File: config.mk
export PLATFORM = sky130hd
export DESIGN_NAME = emsq_regs
export DESIGN_NICKNAME = d
export VERILOG_FILES = /design/src/emsq_pkg.sv /design/src/emsq_regs.sv
export VERILOG_INCLUDE_DIRS = /design/src /design/src/src
export SDC_FILE = /design/constraint.sdc
export NUM_CORES = 1
export LEC_CHECK = 0
export BUFFER_PORTS_ARGS = -buffer_cell sky130_fd_sc_hd__buf_2
export CORE_ASPECT_RATIO = 2
export CORE_MARGIN = 4
export CORE_UTILIZATION = 45
export CTS_CLUSTER_DIAMETER = 50
export CTS_CLUSTER_SIZE = 12
export DETAILED_ROUTE_END_ITERATION = 7
export GPL_ROUTABILITY_DRIVEN = 0
export PLACE_DENSITY_LB_ADDON = 0.05
export SLEW_MARGIN = 20
export SYNTH_ARGS = -nofsm -noshare
export SYNTH_HDL_FRONTEND = slang
export SYNTH_SLANG_ARGS = --single-unit
File: constraint.sdc
create_clock -name clk -period 6.6 [get_ports clk]
set_input_delay 0.66 -clock clk [delete_from_list [all_inputs] [get_ports clk]]
set_output_delay 0.66 -clock clk [all_outputs]
set_load 0.01 [all_outputs]
File: src/emsq_defs.svh
// register map, field positions and reset values of the status and queue block
// Operation
// - ignore-checksum bit set accepts bad-CRC frames, no FCS error counting; normally 0
// - network status bit returns the synchronised management data input level
// - idle bit reads 0 while management runs, 1 when idle or finished
// - status flags clear on writing 1; writes never set a flag
// - transmit owned-descriptor flag sets when a used descriptor is fetched
// - collision flag sets when the PHY collision input is high at a rising edge of the transmit clock
// - transmit-active bit is live status, not cleared by writing
// - buffers out mid-frame: stop, bad FCS, tx_er, exhausted flag
// - transmit-complete flag sets each time a frame is fully sent
// - late data, no grant, bus error or mid-frame used bit: underrun, bad CRC
// - queue pointers load start, step per buffer, wrap at 1024 or wrap bit
// - receive pointer reads back the descriptor currently accessed
// - transmit pointer accepts writes only while transmit is inactive
// - transmit pointer reads first descriptor of current or next frame
// - receive owned descriptor sets not-available each failure, retries next frame
// - frame-received flag sets once frames are stored in memory
// - receive store failure sets overrun and reclaims the buffer
// - interrupt flags clear on read; management done and receive done set
// - receive owned-descriptor interrupt flag sets on a used receive fetch
// - underrun interrupt also sets on mid-frame used bit or pointer write
// - flags for transmit done, overrun, bus error, pause frame, pause zero
`ifndef EMSQ_DEFS_SVH
`define EMSQ_DEFS_SVH

`define EMSQ_ADDR_NCFG      32'hFFFC4004
`define EMSQ_ADDR_NSR       32'hFFFC4008
`define EMSQ_ADDR_TSR       32'hFFFC4014
`define EMSQ_ADDR_RQP       32'hFFFC4018
`define EMSQ_ADDR_TQP       32'hFFFC401C
`define EMSQ_ADDR_RSR       32'hFFFC4020
`define EMSQ_ADDR_ISR       32'hFFFC4024

`define EMSQ_NCFG_IGN_BIT   19
`define EMSQ_NCFG_RESET     32'h00000000
`define EMSQ_QP_RESET       32'h00000000
`define EMSQ_DESC_STEP      32'h00000008
`define EMSQ_QP_LAST_IDX    10'h3FF
`define EMSQ_WR_WAIT_CYCLES 1

`endif

File: src/emsq_pkg.sv
// types shared by the status and queue block
package emsq_pkg;

  // transmit side events from the MAC core, one-cycle pulses
  typedef struct packed {
    logic owned_desc;    // descriptor fetched with used bit set
    logic retry_limit;   // retry limit exceeded
    logic exhausted;     // buffers ran out mid frame
    logic complete;      // frame fully transmitted
    logic dma_late;      // data not fetched in time / no grant
    logic hresp_err;     // bus error seen by transmit DMA
    logic used_mid;      // used bit read mid frame
    logic buf_used;      // one buffer consumed
    logic wrap;          // consumed buffer had wrap bit set
  } emsq_tx_evt_s;

  // receive side events from the MAC core, one-cycle pulses
  typedef struct packed {
    logic owned_desc;    // descriptor still owned by processor
    logic stored;        // frame written to memory
    logic dma_late;      // no grant in time
    logic hresp_err;     // bus error seen by receive DMA
    logic desc_ok;       // a valid descriptor was obtained
    logic buf_used;      // one buffer consumed
    logic wrap;          // consumed buffer had wrap bit set
  } emsq_rx_evt_s;

  // bus slave data-phase state
  typedef enum logic [1:0] {
    EMSQ_ST_IDLE  = 2'b01,
    EMSQ_ST_WRITE = 2'b10
  } emsq_bus_st_e;

endpackage

File: src/emsq_regs.sv
// status flags, queue pointers and bus slave of the MAC status block
`timescale 1ns/100ps
`default_nettype none
`include "emsq_defs.svh"

module emsq_regs (
  input  wire logic                  clk,          // 200 MHz system clock
  input  wire logic                  sys_rst,      // sync reset, high
  input  wire logic                  hsel,         // slave select
  input  wire logic [31:0]           haddr,        // byte address
  input  wire logic [1:0]            htrans,       // transfer type
  input  wire logic                  hwrite,       // write when high
  input  wire logic [2:0]            hsize,        // word only
  input  wire logic [31:0]           hwdata,       // write data
  input  wire logic                  hready,       // bus ready
  output logic      [31:0]           hrdata,       // read data
  output logic                       hreadyout,    // slave ready
  output logic                       hresp,        // always OKAY
  input  wire logic                  mdio_in,      // management data pin
  input  wire logic                  col,          // PHY collision pin
  input  wire logic                  tx_clk,       // PHY transmit clock pin
  input  wire logic                  mgmt_busy,    // management running
  input  wire logic                  mgmt_done,    // management finished
  input  wire logic                  transmit_active, // transmitter live
  input  wire logic                  pause_rx,     // valid pause received
  input  wire logic                  pause_zero,   // pause time hit zero
  input  var  emsq_pkg::emsq_tx_evt_s tx_evt,      // transmit events
  input  var  emsq_pkg::emsq_rx_evt_s rx_evt,      // receive events
  output logic                       ignore_rx_checksum, // accept bad FCS
  output logic [31:0]                rx_qptr,      // current rx descriptor
  output logic [31:0]                tx_qptr,      // current tx descriptor
  output logic                       tx_force_bad_crc, // corrupt FCS pulse
  output logic                       tx_er,        // transmit error pulse
  output logic                       tx_stop,      // stop frame pulse
  output logic                       rx_reclaim,   // recover buffer pulse
  output logic                       rx_retry      // retry at next frame
);

  // ------------------------------------------------------------
  // pin synchronisers
  // ------------------------------------------------------------
  logic [1:0] mdio_sync;
  logic [1:0] col_sync;
  logic [1:0] txc_sync;
  logic       txc_prev;

  // two flops each; only the second stage is looked at, except the transmit clock, whose edge also uses a third flop
  always_ff @(posedge clk) begin
    if (sys_rst) begin
      mdio_sync <= 2'h0;
      col_sync  <= 2'h0;
      txc_sync  <= 2'h0;
      txc_prev  <= 1'b0;
    end else begin
      mdio_sync <= {mdio_sync[0], mdio_in};
      col_sync  <= {col_sync[0], col};
      txc_sync  <= {txc_sync[0], tx_clk};
      txc_prev  <= txc_sync[1];
    end
  end

  // collision is judged at the link clock edge, as the PHY presents it
  wire txc_rise = txc_sync[1] & ~txc_prev;
  wire col_hit  = txc_rise & col_sync[1];

  // ------------------------------------------------------------
  // bus address phase
  // ------------------------------------------------------------
  emsq_pkg::emsq_bus_st_e state;
  logic [31:0]            wr_addr;

  wire take    = hsel & htrans[1] & hready;
  wire take_rd = take & ~hwrite;
  wire take_wr = take & hwrite;

  // one wait state on writes lets hwdata land before any later read
  always_ff @(posedge clk) begin
    if (sys_rst) begin
      state     <= emsq_pkg::EMSQ_ST_IDLE;
      wr_addr   <= 32'h00000000;
      hreadyout <= 1'b1;
      hresp     <= 1'b0;
    end else begin
      unique case (state)
        emsq_pkg::EMSQ_ST_IDLE: begin
          if (take_wr) begin
            state     <= emsq_pkg::EMSQ_ST_WRITE;
            wr_addr   <= haddr;
            hreadyout <= 1'b0;
          end
        end
        emsq_pkg::EMSQ_ST_WRITE: begin
          state     <= emsq_pkg::EMSQ_ST_IDLE;
          hreadyout <= 1'b1;
        end
      endcase
    end
  end

  wire wr_now = (state == emsq_pkg::EMSQ_ST_WRITE);

  // write decode, applied in the first data-phase cycle
  wire wr_ncfg = wr_now & (wr_addr == `EMSQ_ADDR_NCFG);
  wire wr_tsr  = wr_now & (wr_addr == `EMSQ_ADDR_TSR);
  wire wr_rqp  = wr_now & (wr_addr == `EMSQ_ADDR_RQP);
  wire wr_rsr  = wr_now & (wr_addr == `EMSQ_ADDR_RSR);
  // transmit pointer writes during transmission are dropped silently
  wire wr_tqp  = wr_now & (wr_addr == `EMSQ_ADDR_TQP)
                 & ~transmit_active;

  // read decode on the address phase
  wire rd_isr  = take_rd & (haddr == `EMSQ_ADDR_ISR);

  // ------------------------------------------------------------
  // configuration
  // ------------------------------------------------------------
  always_ff @(posedge clk) begin
    if (sys_rst) begin
      ignore_rx_checksum <= 1'(`EMSQ_NCFG_RESET >> `EMSQ_NCFG_IGN_BIT);
    end else if (wr_ncfg) begin
      ignore_rx_checksum <= hwdata[`EMSQ_NCFG_IGN_BIT];
    end
  end

  // ------------------------------------------------------------
  // event decode
  // ------------------------------------------------------------
  wire tx_under = tx_evt.dma_late | tx_evt.hresp_err
                  | tx_evt.used_mid;
  wire rx_ovr   = rx_evt.dma_late | rx_evt.hresp_err;
  wire bus_err  = tx_evt.hresp_err | rx_evt.hresp_err;

  // transmit flags: underrun, complete, exhausted, retry, collision, owned
  logic [5:0] tsr;
  wire  [5:0] tsr_set = {tx_under,
                         tx_evt.complete,
                         tx_evt.exhausted,
                         tx_evt.retry_limit,
                         col_hit,
                         tx_evt.owned_desc};
  wire  [5:0] tsr_clr = wr_tsr ? {hwdata[6:4], hwdata[2:0]} : 6'h00;

  // receive flags: overrun, frame received, buffer not available
  logic [2:0] rsr;
  wire  [2:0] rsr_set = {rx_ovr,
                         rx_evt.stored,
                         rx_evt.owned_desc};
  wire  [2:0] rsr_clr = wr_rsr ? hwdata[2:0] : 3'h0;

  // write-one-to-clear; a set in the same cycle wins
  always_ff @(posedge clk) begin
    if (sys_rst) begin
      tsr <= 6'h00;
      rsr <= 3'h0;
    end else begin
      tsr <= (tsr & ~tsr_clr) | tsr_set;
      rsr <= (rsr & ~rsr_clr) | rsr_set;
    end
  end

  // interrupt flags, bits 13..10 and 7..0 of the register
  logic [11:0] isr;
  wire  [11:0] isr_set = {pause_zero,
                          pause_rx,
                          bus_err,
                          rx_ovr,
                          tx_evt.complete,
                          tx_evt.exhausted,
                          tx_evt.retry_limit,
                          tx_under | wr_tqp,
                          tx_evt.owned_desc,
                          rx_evt.owned_desc,
                          rx_evt.stored,
                          mgmt_done};

  // clear on read, events arriving with the read survive
  always_ff @(posedge clk) begin
    if (sys_rst) begin
      isr <= 12'h000;
    end else begin
      isr <= (rd_isr ? 12'h000 : isr) | isr_set;
    end
  end

  // ------------------------------------------------------------
  // error side effects to the MAC core
  // ------------------------------------------------------------
  always_ff @(posedge clk) begin
    if (sys_rst) begin
      tx_force_bad_crc <= 1'b0;
      tx_er            <= 1'b0;
      tx_stop          <= 1'b0;
      rx_reclaim       <= 1'b0;
    end else begin
      tx_force_bad_crc <= tx_under | tx_evt.exhausted;
      tx_er            <= tx_evt.exhausted;
      tx_stop          <= tx_evt.exhausted;
      rx_reclaim       <= rx_ovr;
    end
  end

  // retry request holds until a valid descriptor is found
  always_ff @(posedge clk) begin
    if (sys_rst) begin
      rx_retry <= 1'b0;
    end else if (rx_evt.owned_desc) begin
      rx_retry <= 1'b1;
    end else if (rx_evt.desc_ok) begin
      rx_retry <= 1'b0;
    end
  end

  // ------------------------------------------------------------
  // queue pointers
  // ------------------------------------------------------------
  logic [31:0] rq_start;
  logic [31:0] tq_start;
  logic [31:0] tq_frame;
  logic [9:0]  rq_idx;
  logic [9:0]  tq_idx;

  // wrap after 1024 buffers or at a descriptor marked wrap
  wire rq_back = rx_evt.wrap | (rq_idx == `EMSQ_QP_LAST_IDX);
  wire tq_back = tx_evt.wrap | (tq_idx == `EMSQ_QP_LAST_IDX);
  wire [31:0] rq_step = rx_qptr + `EMSQ_DESC_STEP;
  wire [31:0] tq_step = tx_qptr + `EMSQ_DESC_STEP;
  wire [31:0] tq_next = tq_back ? tq_start : tq_step;

  // receive pointer tracks the descriptor in use
  always_ff @(posedge clk) begin
    if (sys_rst) begin
      rq_start <= `EMSQ_QP_RESET;
      rx_qptr  <= `EMSQ_QP_RESET;
      rq_idx   <= 10'h000;
    end else if (wr_rqp) begin
      rq_start <= {hwdata[31:2], 2'b00};
      rx_qptr  <= {hwdata[31:2], 2'b00};
      rq_idx   <= 10'h000;
    end else if (rx_evt.buf_used) begin
      rx_qptr  <= rq_back ? rq_start : rq_step;
      rq_idx   <= rq_back ? 10'h000 : rq_idx + 10'h001;
    end
  end

  // transmit pointer; the reported copy moves only at frame end or on a pointer write
  always_ff @(posedge clk) begin
    if (sys_rst) begin
      tq_start <= `EMSQ_QP_RESET;
      tx_qptr  <= `EMSQ_QP_RESET;
      tq_frame <= `EMSQ_QP_RESET;
      tq_idx   <= 10'h000;
    end else if (wr_tqp) begin
      tq_start <= {hwdata[31:2], 2'b00};
      tx_qptr  <= {hwdata[31:2], 2'b00};
      tq_frame <= {hwdata[31:2], 2'b00};
      tq_idx   <= 10'h000;
    end else begin
      if (tx_evt.buf_used) begin
        tx_qptr <= tq_next;
        tq_idx  <= tq_back ? 10'h000 : tq_idx + 10'h001;
      end
      if (tx_evt.complete) begin
        tq_frame <= tx_evt.buf_used ? tq_next : tx_qptr;
      end
    end
  end

  // ------------------------------------------------------------
  // read data
  // ------------------------------------------------------------
  wire [31:0] nsr_val = {29'h0, ~mgmt_busy,
                         mdio_sync[1], 1'b0};
  wire [31:0] tsr_val = {25'h0, tsr[5:3], transmit_active,
                         tsr[2:0]};
  wire [31:0] isr_val = {18'h0, isr[11:8], 2'b00, isr[7:0]};
  wire [31:0] ncfg_val = {12'h0, ignore_rx_checksum, 19'h0};

  logic [31:0] rd_mux;

  // unmapped addresses read as zero
  always_comb begin
    unique case (haddr)
      `EMSQ_ADDR_NCFG: rd_mux = ncfg_val;
      `EMSQ_ADDR_NSR:  rd_mux = nsr_val;
      `EMSQ_ADDR_TSR:  rd_mux = tsr_val;
      `EMSQ_ADDR_RQP:  rd_mux = rx_qptr;
      `EMSQ_ADDR_TQP:  rd_mux = tq_frame;
      `EMSQ_ADDR_RSR:  rd_mux = {29'h0, rsr};
      `EMSQ_ADDR_ISR:  rd_mux = isr_val;
      default:         rd_mux = 32'h00000000;
    endcase
  end

  // sampled at the address phase so the clearing read sees the old flags
  always_ff @(posedge clk) begin
    if (sys_rst) begin
      hrdata <= 32'h00000000;
    end else if (take_rd) begin
      hrdata <= rd_mux;
    end
  end

endmodule
`default_nettype wire

### Word-level counts from Yosys, hierarchy flattened

Index checks and enable logic that the tools add are counted.

| cells by class | value |
|---|---|
| $add $sub $neg | 4 |
| equality and inequality tests | 17 |
| mux-type cells | 20 |
| bitwise operators | 32 |
| reductions and logical operators | 6 |

Operators with widths:

| kind | count |
|---|---|
| equality test 32 bit, second input constant | 12 |
| two-way mux 32 bit | 8 |
| case mux 32 bit (7 select lines) | 1 |
| adder 32 x 4 -> 32 bit, second input constant | 2 |
| adder 10 x 1 -> 10 bit, second input constant | 2 |
| equality test 10 bit, second input constant | 2 |
| two-way mux 10 bit | 2 |
| AND 1 bit | 13 |
| two-way mux 12 bit | 1 |
| bitwise OR 12 bit | 1 |
| bitwise OR 1 bit | 8 |
| AND 6 bit | 1 |
| two-way mux 6 bit | 1 |
| inverter 6 bit | 1 |
| bitwise OR 6 bit | 1 |
| nonzero test 2 bit | 3 |
| inverter 1 bit | 4 |
| case mux 2 bit (2 select lines) | 1 |
| OR reduction 2 bit | 2 |
| AND 3 bit | 1 |
| two-way mux 1 bit | 3 |
| two-way mux 3 bit | 1 |
| inverter 3 bit | 1 |
| bitwise OR 3 bit | 1 |
| 6 further kinds | 6 |

| word-level totals | value |
|---|---|
| bits in registers | 276 |
| bits of input ports | 98 |
| logic and storage cells | 105 |

### Logic depth before layout (Yosys ltp)

Gate-level depths: netlist (run 1).

| logic depth | value |
|---|---|
| depth after elaboration | 6 |
| mapped depth | 10 |

### Least setup slack after synthesis (run 1)

No wires, ideal clock.

| path | value |
|---|---|
| path kind | input -> register |
| start | in haddr[11] |
| end | reg hrdata[21] |
| arrival | 2324 ps |
| slack | 4202 ps |
| stages on the path | 8 |
| path buffers | 2 |
| path through | nor4b_1 -> nand4_1 -> nor2b_1 -> o2111ai_1 -> or2_2 -> clkbuf_2 -> clkbuf_2 -> o21ai_0 |

| on the way | value |
|---|---|
| word-level cells in the longest chain between the ends | 2 |
| elaborated cells on any way between the ends | 8 |
| those cells by class | eq/ne: 7; mux: 1 |

Ends and longest elaborated chain:

| what | RTL line | source |
|---|---|---|
| from (decl) | emsq_regs.sv:10 | `input wire logic [31:0] haddr,` |
| equality test 32 bit | emsq_regs.sv:282 | `unique case (haddr)` |
| case mux 32 bit (7 select lines) * | emsq_regs.sv:282 |  |
| to (signal assigned) | emsq_regs.sv:299 | `hrdata <= rd_mux;` |
| to (decl) | emsq_regs.sv:16 | `output logic [31:0] hrdata,` |

Every way passes the cells marked *; elsewhere a longest branch is shown, timed or not.
A chain may end at the register's enable or synchronous reset.

### Worst setup path after layout (run 1)

| path | value |
|---|---|
| start | reg tq_idx[0] |
| end | reg tq_frame[22] |

| on the way | value |
|---|---|
| word-level cells in the longest chain between the ends | 6 |

Ends and longest elaborated chain:

| what | RTL line | source |
|---|---|---|
| from (decl) | emsq_regs.sv:220 | `logic [9:0] tq_idx;` |
| from (signal assigned) | emsq_regs.sv:260 | `tq_idx <= tq_back ? 10'h000 : tq_idx + 10'h001;` |
| equality test 10 bit (no source line) | -- |  |
| bitwise OR 1 bit | emsq_regs.sv:224 | `` wire tq_back = tx_evt.wrap \| (tq_idx == `EMSQ_QP_LAST_IDX); `` |
| two-way mux 32 bit | emsq_regs.sv:227 | `wire [31:0] tq_next = tq_back ? tq_start : tq_step;` |
| two-way mux 32 bit | -- |  |
| two-way mux 32 bit | emsq_regs.sv:262 | `if (tx_evt.complete) begin` |
| two-way mux 32 bit | emsq_regs.sv:252 | `end else if (wr_tqp) begin` |
| to (signal assigned) | emsq_regs.sv:250 | `` tq_frame <= `EMSQ_QP_RESET; `` |
| to (signal assigned) | emsq_regs.sv:255 | `tq_frame <= {hwdata[31:2], 2'b00};` |
| to (signal assigned) | emsq_regs.sv:263 | `tq_frame <= tx_evt.buf_used ? tq_next : tx_qptr;` |
| to (decl) | emsq_regs.sv:218 | `logic [31:0] tq_frame;` |

No other way between the ends. The select of a mux whose other input is x is not followed.

==> run_results.csv, run 1 <==
group,metric,value,unit
run_status,outcome,"finished clean",
logic_synthesis,synth_compound_area_share,22.6,%
drt,drtIter0Drc,1164,
drt,wl_met3,2.44,mm
sta,slew_headroom,28.4,%
grt,grt_max_degree,137,
logic_synthesis,synthMostInstantiatedCell,"nand2_1",
place,io_buffers,196,
cells_and_area,design_area,14500,um^2
clock_tree,root_buffer,"clkbuf_16",
setup_path,worstReg2RegEnd,"tq_frame[22]",
drt,via_count,12400,
drt,totalWireLength,41.9,mm
logic_synthesis,synthXorXnorAreaFrac,2.35,%
flow_run,drv_cap,0,
drt,wl_per_cell,20.1,um
drt,drt_pass1_iterations,8,
setup_path,regToRegSetupSlack,3.61,ns
sta,setup_viol,0,
logic_synthesis,avgSynthCellArea,7.90,um^2
logic_synthesis,ys_seq_elements,275,
clock_tree,worstSkewPairLatency,0.55,ns
drt,met2WireLength,21.2,mm
logic_synthesis,synth.area.mux_share,1.88,%
worst_hold_path,min_from,"mgmt_done",
sta,finalClockSkew,0.0180,ns
cells_and_area,drive_gt1_share,16.3,%
setup_path,path_max_fanout,25,
power,leakage,5.42,nW
grt,grt_use_total,26.0,%
die,ios,202,
logic_synthesis,netlist_area,12700,um^2
clock_tree,htree_levels,1,
grt,grt_pass1_wl,65.6,mm
place,place_hpwl,29.6,mm
clock_tree,cts_tree,"built",
drt,ant_nets,0,
setup_path,timing.rr.start,"tq_idx[0]",
drt,m1WireLength,17.1,mm
sta,max_freq,334,MHz
sta,fin_setup_tns,0,ns
clock_tree,clk_pin_slew,0.06,ns
cells_and_area,layout.nets,1827,
power,power_density,234,nW/um^2
sta,drv_slew,0,
grt,grt-ovfl-total,0,
clock_tree,clock-sinks,275,
logic_synthesis,synth_async_sr_flop_share,0,%
logic_synthesis,synth_top_flop_cell,"dfxtp_1",
worst_hold_path,hp-class,"primary input to flip-flop",
sta,rsz0062_at_grt,"no",
setup_path,reg2regPathDepth,8,
clock_tree,cts_buffer_depth,3,
logic_synthesis,ys_seq_area_share,43.4,%
sta,worst_pin_slew,1.07,ns
drt,top_layer,"met4",
drt,drc_errors,0,
die,core,27700,um^2
worst_hold_path,holdPathEnd,"isr[0]",
die,die_area,31100,um^2
sta,hold_viol_final,0,
logic_synthesis,synth_top_cell_by_area,"dfxtp_1",
clock_tree,numCtsBuffers,27,
die,initial_core_util,45.9,%
die,die_h,245,um
worst_hold_path,whs_path_depth,3,
logic_synthesis,syn_nets,1707,
cells_and_area,fin_util,52.4,%
drt,vias_per_cell,5.96,
logic_synthesis,yosysWarnings,0,
logic_synthesis,synth.distinct_cells,78,
logic_synthesis,synth-simple-area-share,24.3,%
clock_tree,hold_buffers,0,
grt,grt_pass1_vias,11600,
logic_synthesis,synth_common_cells,"316 x nand2_1, 275 x dfxtp_1, 194 x a21oi_1",
die,die_w,127,um
cells_and_area,fill_cells,2735,
logic_synthesis,synth_edf_count,0,
power,ir_drop,0.000178,V
logic_synthesis,synth_cells,1605,
clock_tree,post_cts_resized,0,
die,rows,86,
setup_path,crit_arrival,3.39,ns
setup_path,required,7.00,ns
logic_synthesis,synth_top_area_share,43.4,%
logic_synthesis,synth_fa_ha_area_share,0.395,%
logic_synthesis,synth_top_family_by_area,"simple AND/OR/NAND/NOR gates",
place,placed_area,13800,um^2
sta,whs,0.330,ns
sta,finalCritPeriodShare,45.3,%
clock_tree,cts_setup_buffers,0,
cells_and_area,syn_to_final_growth,14.4,%
setup_path,path_class,"flip-flop to flip-flop",
sta,fin_crit,2.99,ns
grt,antenna_found_initial,2,
setup_path,crit_path_start_kind,"flip-flop",
setup_path,end_kind,"flip-flop",
logic_synthesis,synth_area_leaders,"dfxtp_1 43%, nand2_1 9.4%, a21oi_1 7.7%",
==> flip-flops by register name, summed over array words and instances, names as in the netlist <==
signal and flops:
tsr 6, txc_sync 2, rx_reclaim 1, hrdata 32
rx_qptr 32, wr_addr 32, rq_start 30, tq_start 30
mdio_sync 2, col_sync 2, rsr 3, ignore_rx_checksum 1
rq_idx 10, tq_frame 32, tx_qptr 32, txc_prev 1
tq_idx 10, tx_stop 1, state 2, rx_retry 1
isr 12, tx_force_bad_crc 1
==> cells in the final DEF, fill, tap and decap left out, drive strengths merged, types with 10 or more instances in the layout <==
cell type	n
a31oi	14
dfxtp	275
a222oi	15
a211o	10
nand3	45
a211oi	35
o211ai	15
a21oi	194
inv	33
nor2b	12
clkbuf	29
mux2i	16
buf	215
nor4	23
a22oi	22
nand4	40
o21ai	69
and4	12
and3	23
nor2	124
nand2	316
xor2	17
nor3	30
xnor2	17
==> layer usage <==
| metal | vias up | GRT usage [%] |
|---|---|---|
| li1 | 5968 | - |
| met1 | 5893 | 32.5 |
| met2 | 462 | 45.4 |
| met3 | 72 | 3.22 |
| met4 | 0 | 9.63 |
| met5 | - | 0 |
==> worst max-delay path: stages (launching register included) <==
cell and delay (ns):
dfxtp_1 0.38, ha_1 0.21, nand4_1 0.23, o31ai_2 0.26, buf_4 0.35, nand2_1 0.63
a211o_1 0.51, o21ai_0 0.16, a21oi_1 0.08
==> report_power, final <==
part           internal, W  leakage, nW  switching, W
sequential         0.00170         2.24     0.0000466
clock             0.000735        0.347      0.000637
combinational     0.000103         2.84      0.000174
==> final cells by class <==
cell class | instances | area (um^2) | area share, %
Sequential cell | 275 | 5510 | 38.0
Timing Repair Buffer | 215 | 1140 | 7.88
Inverter | 32 | 120 | 0.828
Antenna cell | 2 | 5.00 | 0.0345
Clock inverter | 1 | 11.3 | 0.0777
Clock buffer | 29 | 693 | 4.78
Multi-Input combinational cell | 1174 | 6580 | 45.4
Tap cell | 352 | 440 | 3.04
==> worst max-delay path by stage <==
| stage | start | end | depth (start not counted) |
|---|---|---|---|
| floorplan | haddr[11] | hrdata[21] | 8 |
| global placement | haddr[29] | hrdata[13] | 7 |
| detailed placement | haddr[28] | hrdata[11] | 7 |
| CTS | tq_idx[0] | tq_frame[22] | 8 |
| global route | tq_idx[0] | tq_frame[22] | 8 |
| finish | tq_idx[0] | tq_frame[22] | 8 |
==> logic make-up after synthesis <==
family / count (synthesis)
buffers and inverters: 156
AND/OR/NAND/NOR: 663
AO/OA/AOI/OAI: 449
adder cells (fa/ha/maj): 4
XOR/XNOR: 34
other: 1
multiplexers: 23
flip-flops: 275
==> metrics by stage <==
stage	power [W]	instances	worst slack (ns)
floorplan	0.00193	1605	4.20
global placement	0.00206	2048	3.18
detailed placement	0.00206	2048	3.09
CTS	0.00343	2078	3.64
global route	0.00352	2080	3.38
finish	0.00340	2080	3.61
(Power assumes the default switching activity.)
==> run 2, diff against run 1 <==
- ABC_AREA: not set -> 1
- clock period: 6.6 -> 3 ns (I/O delays scaled with it)
==> run_results.csv, run 2 <==
group,metric,value,unit
grt,antenna_found_initial,0,
logic_synthesis,synth_async_sr_flop_share,0,%
cells_and_area,drive_gt1_share,13.0,%
die,initial_core_util,45.5,%
clock_tree,numCtsBuffers,28,
logic_synthesis,ys_seq_elements,275,
drt,vias_per_cell,5.32,
cells_and_area,design_area,16000,um^2
setup_path,regToRegSetupSlack,0.57,ns
grt,grt_pass1_wl,73.9,mm
logic_synthesis,synth_top_flop_cell,"dfxtp_1",
setup_path,reg2regPathDepth,9,
logic_synthesis,synth_area_leaders,"dfxtp_1 40%, nand2_1 16%, nand3_1 8.3%",
worst_hold_path,holdPathEnd,"wr_addr[8]",
die,rows,90,
grt,grt_max_degree,172,
drt,ant_nets,0,
sta,max_freq,412,MHz
drt,via_count,14200,
power,power_density,492,nW/um^2
logic_synthesis,synth_common_cells,"575 x nand2_1, 275 x dfxtp_1, 261 x nor2_1",
logic_synthesis,syn_nets,2221,
drt,drt_pass1_iterations,5,
power,leakage,7.20,nW
die,die_area,33500,um^2
logic_synthesis,synth_top_area_share,40.1,%
sta,worst_pin_slew,0.892,ns
sta,rsz0062_at_grt,"no",
sta,postLayoutSetupSlackWorst,0.572,ns
place,placed_area,14900,um^2
flow_run,drv_cap,0,
clock_tree,clock-sinks,275,
logic_synthesis,synth.distinct_cells,41,
logic_synthesis,ys_seq_area_share,40.1,%
sta,finalClockSkew,0.00789,ns
setup_path,worstReg2RegEnd,"rx_qptr[2]",
clock_tree,cts_tree,"built",
grt,grt_use_total,27.7,%
cells_and_area,antennaDiodeCount,0,
cells_and_area,syn_to_final_growth,16.3,%
setup_path,path_max_fanout,16,
run_status,outcome,"finished clean",
die,die_h,255,um
setup_path,crit_path_start_kind,"flip-flop",
power,ir_drop,0.000406,V
sta,finalCritPeriodShare,80.9,%
grt,grt_pass1_vias,13400,
clock_tree,worstSkewPairLatency,0.55,ns
clock_tree,htree_levels,1,
setup_path,end_kind,"flip-flop",
setup_path,crit_arrival,2.85,ns
drt,totalWireLength,48.2,mm
sta,drv_slew,0,
sta,setup_viol,0,
cells_and_area,fin_cells,2669,
place,dp_cells,2608,
logic_synthesis,avgSynthCellArea,6.48,um^2
logic_synthesis,synth_cells,2119,
die,die_w,131,um
die,core,30200,um^2
grt,grt-ovfl-total,0,
sta,fin_setup_tns,0,ns
place,io_buffers,196,
logic_synthesis,synth_edf_count,0,
setup_path,timing.rr.start,"wr_addr[25]",
clock_tree,root_buffer,"clkbuf_16",
sta,hold_viol_final,0,
place,post-place-ws,0.584,ns
cells_and_area,layout_common_cells,"575 x nand2_1, 275 x dfxtp_1, 260 x nor2_1",
sta,slew_headroom,40.5,%
die,ios,202,
place,place_hpwl,36.1,mm
worst_hold_path,hp-class,"primary input to flip-flop",
worst_hold_path,min_from,"haddr[8]",
cells_and_area,layout.nets,2398,
sta,fin_crit,2.43,ns
clock_tree,cts_buffer_depth,3,
clock_tree,clk_pin_slew,0.06,ns
setup_path,required,3.42,ns
drt,drc_errors,0,
setup_path,path_class,"flip-flop to flip-flop",
logic_synthesis,yosysWarnings,0,
worst_hold_path,whs_path_depth,3,
logic_synthesis,synth_top_cell_by_area,"dfxtp_1",
drt,drtIter0Drc,879,
drt,wl_per_cell,18.1,um
cells_and_area,final_common_cell,"nand2_1",
logic_synthesis,netlist_area,13700,um^2
logic_synthesis,synthMostInstantiatedCell,"nand2_1",
run 2: cell families after synthesis:
family	share of synthesized area, %
simple gates	35.7
buf+inv	10.2
compound gates	11.8
flops	40.1
xor+xnor	1.72
fa+ha+maj	0.365
other cells	0.0273
run 2: worst max-delay path by stage:
| stage | startpoint | endpoint | slack [ns] |
|---|---|---|---|
| 2_1_floorplan | rx_qptr[3] | rx_qptr[31] | 1.29 |
| 5_1_grt | wr_addr[25] | rx_qptr[2] | 0.39 |
| 6_report | wr_addr[25] | rx_qptr[2] | 0.57 |
| 3_5_place_dp | wr_addr[10] | rx_qptr[2] | 0.58 |
| 3_3_place_gp | wr_addr[25] | rx_qptr[2] | 0.63 |
| 4_1_cts | wr_addr[10] | rx_qptr[2] | 0.57 |
run 2: worst max-delay path: stages (launching register included):
cell	delay, ns
dfxtp_1	0.35
nand2_1	0.09
nor2_1	0.14
nand2_1	0.07
nor2_1	0.27
nand3_2	0.36
nand2_1	0.31
inv_1	0.18
nand2_1	0.41
a21oi_1	0.12
run 2: final cells by class:
cell class | count | area (um^2)
fillers | 3188 | 14200
multi-input cells | 1498 | 6830
flip-flops and latches | 275 | 5510
repair buffers | 244 | 1430
inverters | 249 | 937
clock buffers | 31 | 743
well taps | 368 | 460
clock inverters | 4 | 53.8
run 2: routing by layer:
| layer | track usage, % | up-vias | part of all wire [%] |
|---|---|---|---|
| met5 | 0 | - | 0 |
| met4 | 16.5 | 0 | 6.3 |
| met3 | 3.44 | 130 | 4.4 |
| met2 | 52.3 | 401 | 52 |
| met1 | 29.5 | 6542 | 37 |
| li1 | - | 7115 | - |
run 2: report_power, final:
| part | total (W) | internal, W | switching [W] |
|---|---|---|---|
| sequential | 0.00387 | 0.00377 | 0.000108 |
| clock | 0.00327 | 0.00182 | 0.00145 |
| combinational | 0.000709 | 0.000250 | 0.000458 |
run 2: what timing repair did:
action | 4_1_cts | 5_1_grt
resized for setup | 0 | 0
hold buffers | 26 | 0
buffers inserted | 0 | 0
endpoints found under the hold margin | 26 | 0
run 2: metrics by stage:
| step | utilization, % | total power, W | hold slack, ns |
|---|---|---|---|
| 2_1_floorplan | - | 0.00434 | 0.388 |
| 3_3_place_gp | 49.4 | 0.00462 | 0.392 |
| 3_5_place_dp | 49.4 | 0.00463 | 0.395 |
| 4_1_cts | 52.9 | 0.00792 | 0.00328 |
| 5_1_grt | 52.9 | 0.00814 | 0.0203 |
| 6_report | 52.9 | 0.00786 | 0.0135 |
